===== src/rtl/ppsc_pkg.sv =====
/*
 * Constants and types for the power state control register block.
 * Assumes a single 20 MHz clock domain and a configuration-space access port.
 */
package ppsc_pkg;

    // ==========================================================
    // Register map
    localparam logic [7:0]  PPSC_PWR_CTRL_STATUS_OFS = 8'h7C;

    // ==========================================================
    // Field positions
    localparam int          PPSC_WAKE_FLAG_BIT       = 15;
    localparam int          PPSC_WAKE_EN_BIT         = 8;
    localparam int          PPSC_STATE_LSB           = 0;

    // ==========================================================
    // Reset values and encodings
    localparam logic [1:0]  PPSC_STATE_D0            = 2'h0;
    localparam logic [1:0]  PPSC_STATE_D3            = 2'h3;
    localparam logic [1:0]  PPSC_STATE_RST           = 2'h0;
    localparam logic        PPSC_FLAG_RST            = 1'h0;
    localparam logic        PPSC_EN_RST              = 1'h0;

    // ==========================================================
    // Types
    typedef struct packed {
        logic        wr;
        logic        rd;
        logic [7:0]  addr;
        logic [3:0]  be;
        logic [31:0] wdata;
    } ppsc_cfg_req_type;

    typedef enum logic {
        PPSC_PWR_D0,
        PPSC_PWR_D3
    } ppsc_pwr_type;

endpackage : ppsc_pkg


===== src/rtl/ppsc_power_ctrl.sv =====
/*
 * Power management control and status register with wake request pin
 * and PHY power-down request.
 * Assumes configuration accesses are single-cycle strobes on clk, and that
 * the wake source and aux detect come from outside the clock domain.
 */
`timescale 1ns/100ps
`default_nettype none
module ppsc_power_ctrl
    import ppsc_pkg::*;
(
    // Clock and power-on reset
    input  wire logic                       clk,
    input  wire logic                       resetn,
    // Host bus reset, synchronous to clk
    input  wire logic                       host_bus_reset_n,
    // Configuration access
    input  wire ppsc_pkg::ppsc_cfg_req_type cfg_req,
    output var  logic [31:0]                cfg_rdata,
    output var  logic                       cfg_ack,
    // Wake event source and aux supply detect, asynchronous
    input  wire logic                       wake_source,
    input  wire logic                       aux_supply_detect,
    // Outputs
    output var  logic                       wake_request_n,
    output var  logic                       phy_power_down,
    output var  logic                       in_d3
);
    import ppsc_pkg::*;

    // ==========================================================
    // Helpers

    // True for the state code of the low-power state.
    function automatic logic is_d3(input logic [1:0] code);
        return (code == PPSC_STATE_D3);
    endfunction : is_d3

    // Only D0 and D3 may be written; the two other codes are reserved.
    function automatic logic state_legal(input logic [1:0] code);
        return (code == PPSC_STATE_D0) || is_d3(code);
    endfunction : state_legal

    // ==========================================================
    // Input synchronisation
    logic src_s;
    logic aux_s;

    // Both inputs are slow levels from outside this clock domain; the
    // agreement filter keeps a one-cycle glitch from reaching the flag.
    ppsc_sync u_src_sync
    (
        .clk    (clk),
        .resetn (resetn),
        .din    (wake_source),
        .dout   (src_s)
    );

    ppsc_sync u_aux_sync
    (
        .clk    (clk),
        .resetn (resetn),
        .din    (aux_supply_detect),
        .dout   (aux_s)
    );

    // ==========================================================
    // Registers
    logic [1:0]  power_state_field_r;
    logic [1:0]  power_state_field_nxt;
    logic        wake_event_flag_r;
    logic        wake_event_flag_nxt;
    logic        wake_request_enable_r;
    logic        wake_request_enable_nxt;
    logic        wake_request_n_r;
    logic        phy_power_down_r;
    logic        in_d3_r;
    logic [31:0] cfg_rdata_r;
    logic        cfg_ack_r;

    // ==========================================================
    // Decode

    // Byte lanes 0 and 1 carry the writable fields; lanes 2 and 3 hold
    // read-only zeros, so their enables are not looked at.
    wire logic hit    = (cfg_req.addr == PPSC_PWR_CTRL_STATUS_OFS);
    wire logic wr_hit = cfg_req.wr && hit;
    wire logic rd_hit = cfg_req.rd && hit;
    wire logic wr_lo  = wr_hit && cfg_req.be[0];
    wire logic wr_hi  = wr_hit && cfg_req.be[1];
    wire logic [1:0] wr_state = cfg_req.wdata[PPSC_STATE_LSB +: 2];

    wire logic state_ok = state_legal(wr_state);

    wire logic flag_clr = wr_hi && cfg_req.wdata[PPSC_WAKE_FLAG_BIT]
                       && !src_s;

    wire logic flag_set = src_s && wake_request_enable_r;

    // A host bus reset always returns the state to D0, but the wake bits
    // outlive it while aux power is present so that a wake can follow.
    // bus reset retention
    wire logic bus_rst  = !host_bus_reset_n && !aux_s;
    wire logic pci_rst  = !host_bus_reset_n;

    assign power_state_field_nxt = pci_rst ? PPSC_STATE_RST
        : ((wr_lo && state_ok) ? wr_state : power_state_field_r);

    // Set wins over clear, so an event that arrives together with a
    // clearing write is not lost.
    assign wake_event_flag_nxt = bus_rst ? PPSC_FLAG_RST
        : (flag_set || (wake_event_flag_r && !flag_clr));

    assign wake_request_enable_nxt = bus_rst ? PPSC_EN_RST
        : (wr_hi ? cfg_req.wdata[PPSC_WAKE_EN_BIT]
                 : wake_request_enable_r);

    wire logic entering_d3 = is_d3(power_state_field_nxt);

    wire logic [31:0] rd_word = {16'h0000, wake_event_flag_r, 6'h00,
                                 wake_request_enable_r, 6'h00,
                                 power_state_field_r};

    // ==========================================================
    // Power state register
    always_ff @(posedge clk)
    begin
        if (!resetn)
            power_state_field_r <= PPSC_STATE_RST;
        else
            power_state_field_r <= power_state_field_nxt;
    end

    // ==========================================================
    // Wake event flag and wake enable

    // Power-on reset clears both bits whatever the aux detect level.
    always_ff @(posedge clk)
    begin
        if (!resetn)
            wake_event_flag_r <= PPSC_FLAG_RST;
        else
            wake_event_flag_r <= wake_event_flag_nxt;
    end

    always_ff @(posedge clk)
    begin
        if (!resetn)
            wake_request_enable_r <= PPSC_EN_RST;
        else
            wake_request_enable_r <= wake_request_enable_nxt;
    end

    // ==========================================================
    // Pins

    // The pins follow the next register values so that they change on
    // the same edge as the fields that the host reads back.
    always_ff @(posedge clk)
    begin
        if (!resetn)
        begin
            wake_request_n_r <= 1'h1;
            phy_power_down_r <= 1'h0;
            in_d3_r          <= 1'h0;
        end
        else
        begin
            wake_request_n_r <= !(wake_event_flag_nxt
                                  && wake_request_enable_nxt);
            phy_power_down_r <= entering_d3 && !wake_request_enable_nxt;
            in_d3_r          <= entering_d3;
        end
    end

    // ==========================================================
    // Configuration answer

    // Every strobe is answered, also at other offsets, so that the
    // host never waits on this block; reads elsewhere return zero.
    always_ff @(posedge clk)
    begin
        if (!resetn)
        begin
            cfg_rdata_r <= 32'h0000_0000;
            cfg_ack_r   <= 1'h0;
        end
        else
        begin
            cfg_rdata_r <= rd_hit ? rd_word : 32'h0000_0000;
            cfg_ack_r   <= cfg_req.wr || cfg_req.rd;
        end
    end

    // ==========================================================
    // Outputs
    assign wake_request_n = wake_request_n_r;
    assign phy_power_down = phy_power_down_r;
    assign in_d3          = in_d3_r;
    assign cfg_rdata      = cfg_rdata_r;
    assign cfg_ack        = cfg_ack_r;
endmodule : ppsc_power_ctrl
`default_nettype wire


===== src/rtl/ppsc_sync.sv =====
/*
 * Three-flop input synchroniser with agreement filter.
 * Assumes the input is asynchronous to clk.
 */
`timescale 1ns/100ps
`default_nettype none
module ppsc_sync
(
    // Clock and reset
    input  wire logic clk,
    input  wire logic resetn,
    // Asynchronous input and filtered level
    input  wire logic din,
    output var  logic dout
);
    logic s1_r;
    logic s2_r;
    logic s3_r;
    logic dout_r;
    wire  logic agree = (s2_r == s3_r);

    always_ff @(posedge clk)
    begin
        if (!resetn)
        begin
            s1_r   <= 1'h0;
            s2_r   <= 1'h0;
            s3_r   <= 1'h0;
            dout_r <= 1'h0;
        end
        else
        begin
            s1_r <= din;
            s2_r <= s1_r;
            s3_r <= s2_r;
            if (agree)
                dout_r <= s3_r;
        end
    end

    assign dout = dout_r;
endmodule : ppsc_sync
`default_nettype wire


===== config.mk =====
export PLATFORM = sky130hd
export DESIGN_NAME = ppsc_power_ctrl
export DESIGN_NICKNAME = d
export VERILOG_FILES = /design/src/rtl/ppsc_pkg.sv /design/src/rtl/ppsc_power_ctrl.sv /design/src/rtl/ppsc_sync.sv
export SDC_FILE = /design/constraint.sdc
export NUM_CORES = 1
export LEC_CHECK = 0
export ABC_AREA = 1
export BUFFER_PORTS_ARGS = -buffer_cell sky130_fd_sc_hd__buf_2
export CORE_MARGIN = 10
export CORE_UTILIZATION = 34
export DETAILED_ROUTE_END_ITERATION = 10
export PLACE_DENSITY = 0.76
export SYNTH_ARGS = -nofsm -noshare
export SYNTH_HDL_FRONTEND = slang
export SYNTH_SLANG_ARGS = --single-unit

===== constraint.sdc =====
create_clock -name clk -period 0.8 [get_ports clk]
set_input_delay 0 -clock clk [delete_from_list [all_inputs] [get_ports clk]]
set_output_delay 0 -clock clk [all_outputs]
set_load 0.02 [all_outputs]

==> results of run 1 <==
==> power by group through the flow <==
stage / clock network, uW / logic [uW] / registers, uW
after floorplan: 0 / 288 / 1040
after global placement: 0 / 265 / 1040
after detailed placement: 0 / 267 / 1040
after CTS: 589 / 284 / 1020
after global routing: 639 / 325 / 1020
final: 567 / 294 / 1020
==> layout make-up <==
class,count,area (sq um)
Fill cell,290,1570
Multi-Input combinational cell,88,419.2
Sequential cell,20,405.4
Timing Repair Buffer,37,241.5
Inverter,25,93.84
Tap cell,31,38.79
Clock buffer,4,36.28
==> worst min-delay path, cell delays in order <==
cell	delay, ns
buf_2	0.10
nand2_1	0.06
o21ai_1	0.06
inv_1	0.07
==> cell families (layout without fill, tap and decap cells) <==
logic type      after synthesis  in the layout
simple gates                 53             53
other cells                   1             28
compound gates                7              7
buf+inv                      54             66
flops                        20             20
==> through the flow <==
stage	power, uW	hold WS (ns)	cells	cell area, sq um	worst slack (ns)
floorplan	1331	0.09763	162	1115	-0.002655
global placement	1303	0.1791	197	1116	-0.1482
detailed placement	1306	0.1861	197	1116	-0.1623
CTS	1889	0.01915	205	1199	-0.04880
global route	1983	0.01016	205	1235	-0.08252
finish	1877	0.01789	205	1235	-0.03661
==> path summary, 6_finish.rpt <==
path	startpoint	end	cells past startpoint
worst max-delay path	u_aux_sync.dout	wake_request_n	5
worst min-delay path	cfg_req[15]	wake_event_flag_r	4
worst max register to register	u_aux_sync.dout	wake_request_n	5
worst min register to register	u_src_sync.s1_r	u_src_sync.s2_r	2
==> repair_timing <==
| action | CTS | global route |
|---|---|---|
| pin swaps | 1 | 1 |
| gates resized for setup | 4 | 15 |
| hold buffers | 4 | 0 |
| setup endpoints to repair | 3 | 14 |
| gates cloned | 0 | 0 |
| hold endpoints to repair | 3 | 0 |
==> Yosys cell counts <==
cell type,instances,area share (%)
nor2_2,7,4.3
buf_4,28,21
nand3_2,1,0.99
nand4_1,1,0.62
conb_1,1,0.37
nor2_1,14,5.2
o21ai_2,1,0.86
o21ai_0,2,0.99
nand2_1,19,7.0
nor3_1,3,1.5
inv_1,22,8.1
o21ai_1,1,0.49
buf_2,1,0.49
clkinv_1,1,0.37
nand3_1,2,0.99
nand2_2,3,1.9
dfxtp_1,20,40
inv_2,2,0.74
a21oi_1,3,1.5
nor2_4,3,3.3
==> per-layer routing <==
metal / GRT usage, % / vias up
met5: 0 / -
met4: 2.521 / 0
met3: 3.191 / 4
met2: 14.02 / 26
met1: 7.424 / 334
li1: - / 419
==> metrics.txt, run 1 <==
All-Layer GR Usage approximately 7.6%; CP Class flip-flop to flip-flop; Area Overhead vs Synth 21.85%; Yosys warnings 0; Clock Sinks 20; Die Wd approximately 75 um; failing checks setup timing; Inserted Diodes 0; Worst Slack Setup Final -0.03661 ns; post-synth cell types 20; Fin. Hold Viols 0; gr ovfl total 0; Clock power frac 30.2%; max reg flops 4; CTS tree done; post-synthesis compound-gate area fraction 3.827%; crit start category flip-flop; total internal power around 1400 uW; Peak Freq between 1 and 1.5 GHz; final setup vio count 1; post-layout min period 0.8366 ns; post-synthesis mux area share 0%; slowest stage delay, CP about 0.35 ns; Initial DRT Pass Iterations 2; DR WL met3 158 um; CP Data Arrival Time 1.04 ns; first-pass GRT wire length about 3300 um; Die Y 74.60 um; peak supply drop around 0.9 mV; DRC 0; Routed WL per cell about 9.8 um; Seq/Total Area, Yosys between 30 and 40%; largest family of logic cells by synthesized area buffers and inverters; commonest non-fill, non-tap cell in the layout conb_1; H-tree depth 1; slowest CP cell dfxtp_2; clk_skew 0.001106 ns; Net Switching about 500 uW; Avg Vias per Cell approximately 3.8; gpl congestion just over 0.7; sequential share of power between 50% and 60%; Die ar. between 0.005 and 0.006 sq mm; setup TNS -0.03661 ns; Max Transition Viols Final 0; remaining antenna violation count after routing 0; Avg Cell Area, Syn 7.507 sq um; Min-Delay Path Class input port to flip-flop; Post-Syn Area between 0.001 and 0.0015 sq mm; top sig layer met4; Post-Synth XOR/XNOR Area 0%; number of port buffers 28; Metal-1 WL ~700 um; Root Driver clkbuf_4; Max Cap Violations 0; Post CTS Setup Buffer Count 0; share of cells above drive strength 1 a little over a third; adder-cell area share of the yosys netlist 0%; FP Rows 19; number of global-route vias before repair 787; status finished, violations left; simple-gate share of the synthesized area 25.80%; DP HPWL 1708 um; synthesis-stage register bit count 20; most frequent cells in the layout 28 x conb_1, 22 x inv_1, 20 x buf_2, 19 x nand2_1, 16 x dfxtp_1; pin count of the biggest net entering global routing 12; Core ar. approximately 0.0028 sq mm; power density cells 1520 mW/mm^2; Longest Clk Path Bufs 2; critical path endpoint category flip-flop; Bufs and invs on worst path 1; cells after synthesis ~140; clock latency on the worst-skew pair roughly 0.3 ns; IO Pins 87; cell family with most CP delay flip-flops; via count 783; Worst Path Required 1.00 ns; met2 WL between 1000 and 1500 um; Sw Ratio between 20% and 30%; leakage power 0.0006657 uW; # nets final 226; final WL roughly 2000 um; FF-to-FF setup slack -0.04 ns; crit-path max FO 2; Starting DRT DRC Count 44; RSZ-0062 raised after global routing yes; initial antenna violation count 0; starting density of the core 36.13%; Combinational Power Share 15.6%; Finished Core Util between 40 and 50%; TritonCTS Buffers 3; final worst path period share 104.6%; Clock transition at path regs about 0.10 ns; critical-path cell list nor2_2, nor3_1, o21ai_1, inv_1, nand2_1
No activity file was read; power rests on OpenSTA's default activity.
==> run 2, diff against run 1 <==
CORE_MARGIN = 2   (was 10)
==> run 2 against run 1 <==
  * The run still ends with setup timing left
  * Sequential cell count stayed put
  * Worst hold slack worse by 0.0083 ns
  * Sequential power hardly changed
  * Routed wire length is 24% lower
  * Critical path type unchanged
  * Critical endpoint unchanged
  * Largest cell class unchanged
  * Highest routed layer unchanged
==> metrics.txt, run 2 (same netlist as run 1, synthesis figures left out) <==
Clock Sinks 20 (unchanged); # nets final 225 (-0.44%); IO Pins 87 (unchanged); failing checks setup timing; TritonCTS Buffers 3 (unchanged); remaining antenna violation count after routing 0 (unchanged); H-tree depth 1 (unchanged); initial antenna violation count 0 (unchanged); Root Driver clkbuf_4; Clock transition at path regs 0.10 ns (about the same); CP Data Arrival Time 1.02 ns (-0.02 ns); clk_skew 0.002966 ns (+0.001860 ns); most frequent cells in the layout 28 x conb_1, 22 x inv_1, 22 x buf_2, 19 x nand2_1, 16 x dfxtp_1; Placed Area 0.001116 sq mm (unchanged); Die ar. 0.003433 sq mm (-38%); power density cells 1512 mW/mm^2 (-0.57%); starting density of the core 36.13% (unchanged); via count 777 (-0.77%); Peak Freq 1.216 GHz (+1.7%); clock latency on the worst-skew pair 0.29 ns (about the same); FP Rows 19 (unchanged); DR WL met3 118 um (-25%); CTS tree done; gr ovfl total 0 (unchanged); Metal-1 WL 613 um (-13%); Max Transition Viols Final 0 (unchanged); Core ar. 0.002805 sq mm (unchanged); gpl congestion 0.7544 (+6.8%); top sig layer met4; pin count of the biggest net entering global routing 12 (unchanged); crit-path max FO 2 (unchanged); Avg Vias per Cell 3.809 (-0.28%); Routed WL per cell 7.466 um (-23%); All-Layer GR Usage 9.153% (+1.6 points); Max Cap Violations 0 (unchanged); number of global-route vias before repair 629 (-20%); Min Hold Slack 0.009603 ns (-0.008286 ns); number of port buffers 28 (unchanged); leakage power 0.0006647 uW (-0.14%); peak supply drop 1.183 mV (+28%); status finished, violations left; Initial DRT Pass Iterations 3 (+1); commonest non-fill, non-tap cell in the layout conb_1; Die Wd 58.60 um (-21%); met2 WL 783 um (-30%); critical path endpoint category flip-flop; Min-Delay Path Class input port to flip-flop; Starting DRT DRC Count 13 (-70%); Worst Path Required 0.99 ns (about the same); DRC 0 (unchanged); FF-to-FF setup slack -0.02 ns (about the same); Fin. Hold Viols 0 (unchanged); RSZ-0062 raised after global routing yes; Longest Clk Path Bufs 2 (unchanged); final setup vio count 1 (unchanged); final WL 1523 um (-24%); final worst path period share 102.8% (-1.8 points); fillers 289 (-0.34%); share of cells above drive strength 1 35.84% (+0.78 points); Worst Slack Setup Final -0.02236 ns (+0.01425 ns); Final Cell Area 0.001230 sq mm (-0.40%); Die Y 58.60 um (-21%); max reg flops 4 (unchanged); post-layout min period 0.8224 ns (-0.01425 ns); CP Class flip-flop to flip-flop; Inserted Diodes 0 (unchanged); Area Overhead vs Synth 21.36%; DP HPWL 1261 um (-26%); crit start category flip-flop; first-pass GRT wire length 2408 um (-27%)
run 2: worst paths after layout:
| check | start | to | cells past startpoint |
|---|---|---|---|
| max | u_aux_sync.dout | wake_request_n | 5 |
| min | cfg_req[45] | cfg_ack | 3 |
| max reg2reg | u_aux_sync.dout | wake_request_n | 5 |
| min reg2reg | u_aux_sync.s1_r | u_aux_sync.s2_r | 2 |
run 2: cell type report:
| cell class | count | area [sq um] | area share, % |
|---|---|---|---|
| clock buffers | 4 | 36.28 | 2.950 |
| multi-input cells | 88 | 429.2 | 34.89 |
| inverters | 25 | 93.84 | 7.630 |
| flip-flops and latches | 20 | 405.4 | 32.96 |
| repair buffers | 36 | 226.5 | 18.41 |
| well taps | 31 | 38.79 | 3.154 |
run 2: layer usage:
metal  vias up  track usage (%)
li1        415                -
met1       333            10.05
met2        27            16.37
met3         2            3.956
met4         0            1.948
met5         -                0
run 2: critical path: stages (launching register included):
cell and delay (ns):
dfxtp_2 0.35, nor2_2 0.04, nor3_2 0.13, o21ai_1 0.08
inv_1 0.07, nand2_1 0.05
run 2: power breakdown:
| group | leakage, uW | internal (uW) | switching, uW | total, uW |
|---|---|---|---|---|
| clock | 0.0000210 | 277 | 283 | 561 |
| sequential | 0.000165 | 1010 | 5.63 | 1020 |
| combinational | 0.000479 | 80.2 | 202 | 282 |
run 2: timing repair:
item                                    in CTS  in global routing
hold buffers                                 3                  0
pin swaps                                    1                  0
buffers inserted                             0                  0
endpoints found under the hold margin        3                  0
resized for setup                            5                 13
endpoints found under the setup margin       3                 11
run 2: through the flow:
step                      total power, uW  utilization, %  setup TNS, ns  setup WS [ns]  cells
after floorplan                      1331               -      -0.002655      -0.002655    162
after global placement               1303           39.79        -0.7022        -0.1522    197
after detailed placement             1306           39.79        -0.6876        -0.1605    197
after CTS                            1877           42.46       -0.07770       -0.07042    204
after global routing                 1952           43.84        -0.2257        -0.1340    204
final                                1859           43.84       -0.02236       -0.02236    204
==> run 3, diff against run 2 <==
SYNTH_HIERARCHICAL = 1   (was not set)
==> run 3 against run 2 <==
  * The flow still finishes with violations (setup timing)
  * Clock power grew 45%
  * Cell count grew 1.5%
  * Cell area is 1.5% higher
  * Maximum frequency down 1.2%
  * Power increased by 14%
  * Critical path depth unchanged
  * Synthesized cell count fell by 0.74%
  * Synthesized area down 0.74%
==> metrics.txt, run 3 <==
Starting DRT DRC Count 9 (-4); Die Y 58.40 um (-0.34%); IO Pins 87 (unchanged); Post-Syn Area 0.001006 sq mm (-0.74%); clk_skew 0.006717 ns (+0.003750 ns); most frequent cell after synthesis buf_4; DR WL met3 130 um (+10%); synthesis-stage register bit count 20 (unchanged); CTS tree done; number of placed cells counting well taps 198 (+0.51%); clock latency on the worst-skew pair 0.30 ns (about the same); Yosys warnings 6 (+6); Clock transition at path regs 0.11 ns (about the same); number of global-route vias before repair 687 (+9.2%); most frequent cells in the layout 28 x conb_1, 24 x inv_1, 22 x buf_2, 20 x nand2_1, 17 x dfxtp_1; post-layout min period 0.8322 ns (+0.009883 ns); most instantiated cells after synthesis 28 x buf_4, 24 x inv_1, 20 x dfxtp_1, 20 x nand2_1, 16 x nor2_1; gr ovfl total 0 (unchanged); Initial DRT Pass Iterations 4 (+1); status finished, violations left; top cells by area, synth dfxtp_1 40%, buf_4 21%, inv_1 9.0%; Fin. Hold Viols 0 (unchanged); leakage power 0.0006781 uW (+2.0%); post-synth cell types 16 (-20%); commonest non-fill, non-tap cell in the layout conb_1; Root Driver clkbuf_4; starting density of the core 36.17% (+0.039 points); Worst Slack Setup Final -0.03224 ns (-0.009883 ns); H-tree depth 1 (unchanged); power density cells 1694 mW/mm^2 (+12%); final setup vio count 1 (unchanged); crit-path max FO 3 (+1); final WL 1586 um (+4.1%); Avg Vias per Cell 3.787 (-0.56%); Avg Cell Area, Syn 7.507 sq um (about the same); Critical Path Start wake_request_enable_r; Clock Sinks 20 (unchanged); failing checks setup timing; ys flop type dfxtp_1; pin count of the biggest net entering global routing 13 (+1); # nets final 228 (+1.3%); share of cells above drive strength 1 31.25% (-4.6 points); peak supply drop 1.378 mV (+16%); initial antenna violation count 0 (unchanged); area leader, netlist dfxtp_1; CP Data Arrival Time 1.04 ns (+0.02 ns); FP Rows 19 (unchanged); Min-Delay Path Class input port to flip-flop; TritonCTS Buffers 3 (unchanged); final worst path period share 104.0% (+1.2 points); All-Layer GR Usage 9.734% (+0.58 points); CP Class flip-flop to flip-flop; DP HPWL 1277 um (+1.2%); first-pass GRT wire length 2553 um (+6.0%); Routed WL per cell 7.662 um (+2.6%); Worst Path Required 1.01 ns (+0.02 ns); Die ar. 0.003410 sq mm (-0.68%); setup TNS -0.03224 ns (-0.009883 ns); FFs w/ async S/R, synth 0% (unchanged); Yosys top cell area share 39.80% (+0.29 points); Longest Clk Path Bufs 2 (unchanged); Die Wd 58.40 um (-0.34%); RSZ-0062 raised after global routing yes; remaining antenna violation count after routing 0 (unchanged); via count 784 (+0.90%); DRC 0 (unchanged); Area Overhead vs Synth 24.13%; Max Cap Violations 0 (unchanged); critical path endpoint category flip-flop; Metal-1 WL 661 um (+7.8%); top sig layer met3; number of port buffers 28 (unchanged); overall power 2116 uW (+14%); max reg flops 4 (unchanged); Seq/Total Area, Yosys 39.80% (+0.29 points); FF-to-FF Start wake_request_enable_r; Max Transition Viols Final 0 (unchanged); crit start category flip-flop; Inserted Diodes 0 (unchanged); min-delay src cfg_req[45]; Peak Freq 1.202 GHz (-1.2%); gpl congestion 0.7039 (-6.7%); Core ar. 0.002781 sq mm (-0.85%); number of synthesized flops with an enable pin 0 (unchanged); cells after synthesis 134 (-0.74%); final cell count without fillers 207 (+1.5%); met2 WL 794 um (+1.4%)
run 3: cell types whose count changed after synthesis, sizes merged:
cell	delta
buf	-1
clkinv	-1
inv	+1
nand2	-1
nand3	-1
nand4	+1
nor2	+1
run 3: repair_timing:
action | in CTS | in global routing
resized for setup | 2 | 7
hold buffers | 5 | 0
pin swaps | 0 | 0
setup endpoints to repair | 1 | 10
hold endpoints to repair | 5 | 0
setup buffers | 0 | 0
run 3: cell type report:
type                       count  area [sq um]
timing repair buffer          39         250.2
inverter                      25         93.84
clock inverter                 1         30.03
multi-input combinational     88         409.1
sequential                    20         404.1
fill                         308          1533
tap                           31         38.79
clock buffer                   3         22.52
run 3: cells by family after synthesis:
kind of cell           share of synthesized area [%]
other                                         0.3728
AO/OA/AOI/OAI                                  3.482
flip-flops                                     39.80
AND/OR/NAND/NOR                                26.12
buffers and inverters                          30.22
run 3: through the flow:
step / instance area [sq um] / util, % / hold slack [ns] / worst slack [ns]
after detailed placement: 1124 / 40.40 / 0.1873 / -0.1496
after global routing: 1249 / 44.89 / 0.004762 / -0.1106
after global placement: 1124 / 40.40 / 0.1797 / -0.1364
final: 1249 / 44.89 / 0.01078 / -0.03224
after floorplan: 1110 / - / 0.09345 / 0.01746
after CTS: 1231 / 44.26 / 0.006419 / -0.04405
run 3: final timing paths:
check        slack (ns)  depth (start not counted)         endpoint
max               -0.03                          5   wake_request_n
min                0.01                          3          cfg_ack
min reg2reg        0.41                          2  u_aux_sync/s2_r
max reg2reg       -0.03                          5   wake_request_n
run 3: power breakdown:
group	internal, uW	total [uW]	switching, uW
clock network	507	811	305
logic	86.2	288	202
registers	1010	1020	5.64
total	1600	2120	512
run 3: metal layers:
metal  global-route usage, %  vias up
met2                   18.30       27
met4                   1.993        0
met1                   10.05      336
li1                        -      421
met5                       0        -
met3                   3.956        0
run 3: critical path: stages, from the launching register on:
cell,delay [ns]
dfxtp_2,0.37
a21oi_2,0.05
nor3_1,0.12
o21ai_1,0.08
inv_1,0.07
nand2_1,0.04
